[src/rtl/sar_ctrl_pkg.sv]
package sar_ctrl_pkg;

    ////////////////////////////////////////////////////////////////////////////
    // Bus geometry
    localparam int ADDR_W = 8;
    localparam int DATA_W = 32;

    ////////////////////////////////////////////////////////////////////////////
    // Register byte offsets
    localparam logic [ADDR_W-1:0] OFS_INPUT_SELECT = 8'h00;
    localparam logic [ADDR_W-1:0] OFS_CONTROL_A    = 8'h04;
    localparam logic [ADDR_W-1:0] OFS_CONTROL_B    = 8'h08;
    localparam logic [ADDR_W-1:0] OFS_RESULT_LOW   = 8'h0C;
    localparam logic [ADDR_W-1:0] OFS_RESULT_HIGH  = 8'h10;

    ////////////////////////////////////////////////////////////////////////////
    // Field positions
    localparam int IS_CH_LSB    = 0;
    localparam int IS_ALIGN_BIT = 5;
    localparam int IS_REF_LSB   = 6;
    localparam int CA_PS_LSB    = 0;
    localparam int CA_FLAG_BIT  = 4;
    localparam int CA_AUTO_BIT  = 5;
    localparam int CA_START_BIT = 6;
    localparam int CA_EN_BIT    = 7;
    localparam int CB_TS_LSB    = 0;

    ////////////////////////////////////////////////////////////////////////////
    // Widths and codes
    localparam int RESULT_W = 10;
    localparam int CH_W     = 4;
    localparam int REF_W    = 2;
    localparam int PS_W     = 3;
    localparam int TS_W     = 3;
    localparam int PCNT_W   = 7;
    localparam int LEFT_W   = 5;

    localparam logic [TS_W-1:0]  TRIG_FREE_RUN  = 3'h0;
    localparam logic [REF_W-1:0] REF_PIN        = 2'h0;
    localparam logic [REF_W-1:0] REF_SUPPLY     = 2'h1;
    localparam logic [REF_W-1:0] REF_INTERNAL   = 2'h3;
    localparam logic [CH_W-1:0]  CH_BANDGAP     = 4'hE;
    localparam logic [CH_W-1:0]  CH_GROUND      = 4'hF;

    ////////////////////////////////////////////////////////////////////////////
    // Reset values and cycle counts
    localparam logic [7:0]        RESET_BYTE    = 8'h00;
    localparam logic [LEFT_W-1:0] NORMAL_CYCLES = 5'h0D;
    localparam logic [LEFT_W-1:0] FIRST_CYCLES  = 5'h19;
    localparam logic [LEFT_W-1:0] LAST_CYCLE    = 5'h01;

    typedef enum logic {conv_idle, conv_run} conv_state_t;

endpackage : sar_ctrl_pkg

[src/rtl/conv_prescaler.sv]
`timescale 1ns/1ns
module conv_prescaler (
    input  wire logic                           clk_i,
    input  wire logic                           reset_n_i,
    input  wire logic                           enable_i,
    input  wire logic                           restart_i,
    input  wire logic [sar_ctrl_pkg::PS_W-1:0]  div_sel_i,
    output logic                                tick_o
);
    import sar_ctrl_pkg::*;

    typedef struct packed {
        logic [PCNT_W-1:0] cnt;
        logic              tick;
    } presc_state_t;

    presc_state_t s;
    presc_state_t next_s;
    logic [PCNT_W-1:0] limit;

    always_comb begin
        next_s = s;
        if (div_sel_i == '0) begin
            limit = 7'h01;
        end else begin
            limit = PCNT_W'((8'h01 << div_sel_i) - 8'h01);
        end
        if (!enable_i || restart_i) begin
            next_s.cnt  = '0;
            next_s.tick = 1'b0;
        end else if (s.cnt == limit) begin
            next_s.cnt  = '0;
            next_s.tick = 1'b1;
        end else begin
            next_s.cnt  = s.cnt + 7'h01;
            next_s.tick = 1'b0;
        end
    end

    always_ff @(posedge clk_i) begin
        if (!reset_n_i) begin
            s <= '0;
        end else begin
            s <= next_s;
        end
    end

    assign tick_o = s.tick;

endmodule : conv_prescaler

[src/rtl/trigger_edge.sv]
`timescale 1ns/1ns
module trigger_edge (
    input  wire logic                           clk_i,
    input  wire logic                           reset_n_i,
    input  wire logic [7:0]                     sources_i,
    input  wire logic [sar_ctrl_pkg::TS_W-1:0]  sel_i,
    output logic                                rise_o
);
    import sar_ctrl_pkg::*;

    typedef struct packed {
        logic prev;
        logic rise;
    } edge_state_t;

    edge_state_t s;
    edge_state_t next_s;

    always_comb begin
        next_s      = s;
        next_s.prev = sources_i[sel_i];
        next_s.rise = sources_i[sel_i] & ~s.prev;
    end

    always_ff @(posedge clk_i) begin
        if (!reset_n_i) begin
            s <= '0;
        end else begin
            s <= next_s;
        end
    end

    assign rise_o = s.rise;

endmodule : trigger_edge

[src/rtl/sar_converter_control.sv]
`timescale 1ns/1ns
module sar_converter_control (
    input  wire logic                               clk_i,
    input  wire logic                               reset_n_i,
    input  wire logic                               psel_i,
    input  wire logic                               penable_i,
    input  wire logic                               pwrite_i,
    input  wire logic [sar_ctrl_pkg::ADDR_W-1:0]    paddr_i,
    input  wire logic [sar_ctrl_pkg::DATA_W-1:0]    pwdata_i,
    output logic      [sar_ctrl_pkg::DATA_W-1:0]    prdata_o,
    output logic                                    pready_o,
    output logic                                    pslverr_o,
    input  wire logic [7:1]                         trigger_i,
    input  wire logic [sar_ctrl_pkg::RESULT_W-1:0]  result_data_i,
    output logic                                    converter_on_o,
    output logic                                    converting_o,
    output logic      [sar_ctrl_pkg::CH_W-1:0]      channel_o,
    output logic      [sar_ctrl_pkg::REF_W-1:0]     reference_o
);
    import sar_ctrl_pkg::*;

    typedef struct packed {
        conv_state_t           state;
        logic [LEFT_W-1:0]     left;
        logic                  first;
        logic                  enable;
        logic                  auto_trig;
        logic                  flag;
        logic [PS_W-1:0]       ps;
        logic [TS_W-1:0]       tsel;
        logic [REF_W-1:0]      ref_w;
        logic                  align;
        logic [CH_W-1:0]       ch_w;
        logic [REF_W-1:0]      app_ref;
        logic [CH_W-1:0]       app_ch;
        logic [RESULT_W-1:0]   result;
        logic                  lock;
        logic                  pready;
        logic                  pslverr;
        logic [DATA_W-1:0]     prdata;
    } ctrl_state_t;

    ctrl_state_t s;
    ctrl_state_t next_s;
    logic        tick;
    logic        trig_rise;
    logic        presc_restart;
    logic        done;
    logic        free_run;
    logic        sw_start;
    logic        apb_setup;
    logic        apb_acc;
    logic        hit;
    logic [15:0] aligned;

    ////////////////////////////////////////////////////////////////////////////
    // Result placement over the two bytes
    function automatic logic [15:0] align_result(input logic [RESULT_W-1:0] raw,
                                                 input logic                left);
        if (left) begin
            align_result = {raw, 6'h00};
        end else begin
            align_result = {6'h00, raw};
        end
    endfunction : align_result

    function automatic logic [DATA_W-1:0] read_word(input ctrl_state_t  st,
                                                    input logic [ADDR_W-1:0] a);
        logic [15:0] al;
        al        = align_result(st.result, st.align);
        read_word = '0;
        unique case (a)
            OFS_INPUT_SELECT: read_word[7:0] = {st.ref_w, st.align, 1'b0, st.ch_w};
            OFS_CONTROL_A:    read_word[7:0] = {st.enable, st.state == conv_run,
                                                st.auto_trig, st.flag, 1'b0, st.ps};
            OFS_CONTROL_B:    read_word[7:0] = {5'h00, st.tsel};
            OFS_RESULT_LOW:   read_word[7:0] = al[7:0];
            OFS_RESULT_HIGH:  read_word[7:0] = al[15:8];
            default:          read_word      = '0;
        endcase
    endfunction : read_word

    ////////////////////////////////////////////////////////////////////////////
    // Converter clock and trigger
    conv_prescaler u_prescaler (
        .clk_i     (clk_i),
        .reset_n_i (reset_n_i),
        .enable_i  (s.enable),
        .restart_i (presc_restart),
        .div_sel_i (s.ps),
        .tick_o    (tick)
    );

    trigger_edge u_trigger (
        .clk_i     (clk_i),
        .reset_n_i (reset_n_i),
        .sources_i ({trigger_i, s.flag}),
        .sel_i     (s.tsel),
        .rise_o    (trig_rise)
    );

    ////////////////////////////////////////////////////////////////////////////
    // Next-state logic
    assign apb_setup = psel_i & penable_i & ~s.pready;
    assign apb_acc   = psel_i & penable_i & s.pready;
    assign hit       = (paddr_i == OFS_INPUT_SELECT) || (paddr_i == OFS_CONTROL_A) ||
                       (paddr_i == OFS_CONTROL_B) || (paddr_i == OFS_RESULT_LOW) ||
                       (paddr_i == OFS_RESULT_HIGH);
    assign free_run  = s.auto_trig & (s.tsel == TRIG_FREE_RUN);
    assign done      = (s.state == conv_run) & tick & (s.left == LAST_CYCLE);
    assign sw_start  = apb_acc & pwrite_i & (paddr_i == OFS_CONTROL_A) &
                       pwdata_i[CA_START_BIT];
    // Trigger edge only counts while idle
    assign presc_restart = s.auto_trig & trig_rise & (s.state == conv_idle);
    assign aligned   = align_result(s.result, s.align);

    always_comb begin
        next_s = s;
        // Bus answer one cycle into the access phase
        next_s.pready  = apb_setup;
        next_s.pslverr = apb_setup & ~hit;
        next_s.prdata  = apb_setup ? read_word(s, paddr_i) : '0;
        if (apb_acc && pwrite_i) begin
            unique case (paddr_i)
                OFS_INPUT_SELECT: begin
                    next_s.ref_w = pwdata_i[IS_REF_LSB +: REF_W];
                    next_s.align = pwdata_i[IS_ALIGN_BIT];
                    next_s.ch_w  = pwdata_i[IS_CH_LSB +: CH_W];
                end
                OFS_CONTROL_A: begin
                    next_s.enable    = pwdata_i[CA_EN_BIT];
                    next_s.auto_trig = pwdata_i[CA_AUTO_BIT];
                    next_s.ps        = pwdata_i[CA_PS_LSB +: PS_W];
                    if (pwdata_i[CA_FLAG_BIT]) begin
                        next_s.flag = 1'b0;
                    end
                end
                OFS_CONTROL_B: next_s.tsel = pwdata_i[CB_TS_LSB +: TS_W];
                default: ;
            endcase
        end
        if (apb_acc && !pwrite_i && paddr_i == OFS_RESULT_LOW) begin
            next_s.lock = 1'b1;
        end
        if (apb_acc && !pwrite_i && paddr_i == OFS_RESULT_HIGH) begin
            next_s.lock = 1'b0;
        end
        // Conversion sequencing
        unique case (s.state)
            conv_idle: begin
                if (next_s.enable && (sw_start || presc_restart)) begin
                    next_s.state = conv_run;
                    next_s.left  = s.first ? FIRST_CYCLES : NORMAL_CYCLES;
                    next_s.first = 1'b0;
                end
            end
            conv_run: begin
                if (done) begin
                    next_s.flag = 1'b1;
                    if (!s.lock && next_s.enable) begin
                        next_s.result = result_data_i;
                    end
                    if (free_run) begin
                        next_s.left = NORMAL_CYCLES;
                    end else begin
                        next_s.state = conv_idle;
                    end
                end else if (tick) begin
                    next_s.left = s.left - 5'h01;
                end
            end
        endcase
        if (!next_s.enable) begin
            next_s.state = conv_idle;
            next_s.first = 1'b1;
        end
        // Selections follow the written values only while enabled and not mid-run
        if (s.enable && (s.state == conv_idle || done)) begin
            next_s.app_ref = s.ref_w;
            next_s.app_ch  = s.ch_w;
        end
    end

    always_ff @(posedge clk_i) begin
        if (!reset_n_i) begin
            s       <= '0;
            s.first <= 1'b1;
        end else begin
            s <= next_s;
        end
    end

    assign prdata_o       = s.prdata;
    assign pready_o       = s.pready;
    assign pslverr_o      = s.pslverr;
    assign converter_on_o = s.enable;
    assign converting_o   = s.state == conv_run;
    assign channel_o      = s.app_ch;
    assign reference_o    = s.app_ref;

    logic rd_ctrl_a;
    logic rd_low;
    assign rd_ctrl_a = apb_setup & ~pwrite_i & (paddr_i == OFS_CONTROL_A);
    assign rd_low    = apb_setup & ~pwrite_i & (paddr_i == OFS_RESULT_LOW);

    logic conversion_flag_set;
    assign conversion_flag_set = s.flag;
endmodule : sar_converter_control

[config.mk]
export PLATFORM = sky130hd
export DESIGN_NAME = sar_converter_control
export DESIGN_NICKNAME = d
export VERILOG_FILES = /design/src/rtl/sar_ctrl_pkg.sv /design/src/rtl/conv_prescaler.sv /design/src/rtl/trigger_edge.sv /design/src/rtl/sar_converter_control.sv
export SDC_FILE = /design/constraint.sdc
export NUM_CORES = 1
export LEC_CHECK = 0
export BUFFER_PORTS_ARGS = -buffer_cell sky130_fd_sc_hd__buf_2
export CAP_MARGIN = 10
export CORE_ASPECT_RATIO = 2
export CORE_MARGIN = 2
export CORE_UTILIZATION = 46
export DETAILED_ROUTE_END_ITERATION = 16
export PLACE_DENSITY = 0.83
export SLEW_MARGIN = 30
export SYNTH_ARGS = -nofsm -noshare
export SYNTH_HDL_FRONTEND = slang
export SYNTH_SLANG_ARGS = --single-unit
[constraint.sdc]
create_clock -name clk_i -period 1.7 [get_ports clk_i]
set_input_delay 0.17 -clock clk_i [delete_from_list [all_inputs] [get_ports clk_i]]
set_output_delay 0.17 -clock clk_i [all_outputs]
set_load 0.01 [all_outputs]
==> impl_metrics.env <==
export IMPL_ys_warnings_count=0
export IMPL_cts_inserted_buffers=9
export IMPL_ctsLongestPathBuffers=2
export IMPL_synth_distinct_cells=60
export IMPL_synthCells=339
export IMPL_synthTopCellsByCount="60 x dfxtp_1, 39 x buf_4, 35 x nor2b_1, 34 x mux2i_1, 18 x nor2_1"
export IMPL_cp_start_kind="register"
export IMPL_route_detailed_drc=0
export IMPL_die_h_um=122.1
export IMPL_avgViaCountPerCell=5.291
export IMPL_fmax_ghz=0.6093
export IMPL_vias=2677
export IMPL_clockRootBuffer="clkbuf_16"
export IMPL_nNetsFinal=476
export IMPL_place_congestion=0.8795
export IMPL_initial_utilization=0.4693
export IMPL_irDropWorstVdd_v=0.0008670
export IMPL_finalHoldViolations=0
export IMPL_final_max_slew_viol_count=0
export IMPL_wl_per_cell_um=15.25
export IMPL_cp_cell_sequence="inv_2 -> ha_4 -> nor4b_4 -> nand2_2 -> a211oi_4 -> buf_6 -> mux2i_2 -> nor2b_1"
export IMPL_crit_type="register to register"
export IMPL_hpwl_um=5264
export IMPL_setup_viol=0
export IMPL_cts_clk_slew_worst_paths_ns=0.05
export IMPL_drtPass1Iterations=8
export IMPL_cp_data_arrival_time_ns=1.86
export IMPL_grtUsageTotal=0.2124
export IMPL_yosys_area_top_type="dfxtp_1"
export IMPL_grt_overflow_total=0
export IMPL_powerDensity_nw_per_um2=918.7
export IMPL_rsz0062_at_grt="true"
export IMPL_critPathCaptureType="register"
export IMPL_n_antenna_cell=0
export IMPL_cap_violations=0
export IMPL_fin_cells=506
export IMPL_crit_fanout=5
export IMPL_die_w_um=63.04
export IMPL_synth_area_top_cells="dfxtp_1 37%, mux2i_1 11%, buf_4 9.1%"
export IMPL_power_leakage_nw=1.844
export IMPL_ys_seq_area_frac=0.3746
export IMPL_num_rows=43
export IMPL_ioPinCount=104
export IMPL_worstSkewPairLatency_ns=0.33
export IMPL_drt_iter0_markers=167
export IMPL_hold_buffers=0
export IMPL_hp_class="input port to register"
export IMPL_finalWirelength_um=7719
export IMPL_power_total_mw=3.711
export IMPL_avgSynthCellArea_um2=9.460
export IMPL_htreeDepth=3
export IMPL_synth_edff_count=0
export IMPL_syn_area_um2=3207
export IMPL_finalCriticalPeriod_ns=1.641
export IMPL_synth_seq_cells=60
export IMPL_area_growth_syn_to_layout_pct=25.95
export IMPL_grt_pass1_wl_um=12520
export IMPL_cts_sinks=60
export IMPL_portBuffers=55
export IMPL_outcome="completed"
export IMPL_layout_drive_gt1_share=0.3293
export IMPL_period_share=0.9655
export IMPL_fp_dieArea_um2=7696
export IMPL_synth_most_common_cell="dfxtp_1"
export IMPL_cp_slowest_cell="dfxtp_2"
export IMPL_ys_flop_type="dfxtp_1"
export IMPL_dp_cells=486
export IMPL_core_area_um2=6833
export IMPL_synth_top_area_share=0.3746
export IMPL_async_flop_share=0
export IMPL_cp_required_ns=1.92
export IMPL_grt_pass1_vias=2669
export IMPL_cts_tree="yes"
export IMPL_antenna_left=0
export IMPL_slowest_delay_ns=0.32
export IMPL_fin_skew_ns=0.003673
export IMPL_grt_max_degree=31
export IMPL_antenna_found_initial=0
==> worst paths after layout <==
| kind | start | end | slack [ns] | cells past startpoint |
|---|---|---|---|---|
| max | s[69] | s[40] | 0.06 | 8 |
| min | result_data_i[2] | s[37] | 0.10 | 3 |
| max reg2reg | s[69] | s[40] | 0.06 | 8 |
| min reg2reg | u_trigger.s[1] | u_trigger.rise_o | 0.39 | 1 |
==> layout make-up <==
type / instances / area, um^2
clock buffer: 12 / 256.5
timing repair buffer: 90 / 545.5
tap: 90 / 112.6
inverter: 13 / 48.80
fill: 579 / 2794
clock inverter: 4 / 95.09
sequential: 60 / 1205
multi-input combinational: 237 / 1775
==> cells in the final DEF (no fill, tap or decap), types with 3 or more instances in the layout <==
cell	Yosys	final
nor2b_1	35	35
buf_2	2	55
a222oi_1	5	5
nand2_1	16	15
clkbuf_16	0	9
xor2_1	3	3
dfxtp_1	60	57
mux2i_1	34	32
o31ai_1	3	3
nor4_1	3	3
dfxtp_2	0	3
a21oi_1	10	10
inv_1	13	12
o21ai_0	11	10
mux2_2	4	4
nor2_1	18	18
buf_4	39	33
bufinv_16	0	3
conb_1	1	24
nor4_4	3	3
nand3_1	11	10
xnor2_1	3	3
==> critical path, delay by kind of cell (launching register included) <==
kind	cells	cell delay [ns]
DFF	1	0.32
adders and majority gates	1	0.12
buffers and inverters	2	0.25
AOI/OAI and AO/OA	1	0.22
and+or+nand+nor	3	0.41
muxes	1	0.21
==> metal layers <==
layer,GRT usage,share of wire
met5,0,0
met4,0.1236,0.032
met3,0.03878,0.055
met2,0.3710,0.51
met1,0.2381,0.41
==> kinds of logic (layout without fill, tap and decap cells) <==
family          Yosys count  in the layout  synth area share
buf+inv                  65            119            0.1225
flops                    60             60            0.3746
other cells               1             24          0.001169
mux                      40             40            0.1342
xor+xnor                  6              6           0.01639
fa+ha+maj                 3              3           0.01171
compound gates           53             53            0.1233
simple gates            111            111            0.2162
==> flip-flops by register name, summed over array words and instances (netlist names), 2 cells and up <==
name           flops
u_prescaler.s      7
s                 31
channel_o          4
reference_o        2
prdata_o           8
==> stage by stage <==
step	utilization	setup TNS (ns)	setup WS [ns]	hold slack [ns]	instance area, um^2
floorplan	-	0	0.01359	0.3333	3302
CTS	0.5938	-0.09295	-0.04889	0.09870	4058
finish	0.5911	0	0.05866	0.1034	4039
detailed placement	0.5259	-2.577	-0.1423	0.3815	3593
global placement	0.5259	-2.093	-0.1209	0.3689	3593
global route	0.5911	-0.09252	-0.03986	0.1048	4039
==> timing repair <==
action | CTS | global route
setup buffers | 5 | 0
pin swaps | 1 | 5
endpoints found under the setup margin | 11 | 20
resized for setup | 12 | 10
cloned | 1 | 0
==> where the power goes <==
group / internal [mW] / leakage [nW] / total (mW) / switching, mW
Sequential: 1.41 / 0.485 / 1.41 / 0.000671
Clock: 1.51 / 0.173 / 2.13 / 0.622
Combinational: 0.0702 / 1.19 / 0.170 / 0.100
Total: 2.99 / 1.84 / 3.71 / 0.723
No activity file was read; power rests on OpenSTA's default activity.
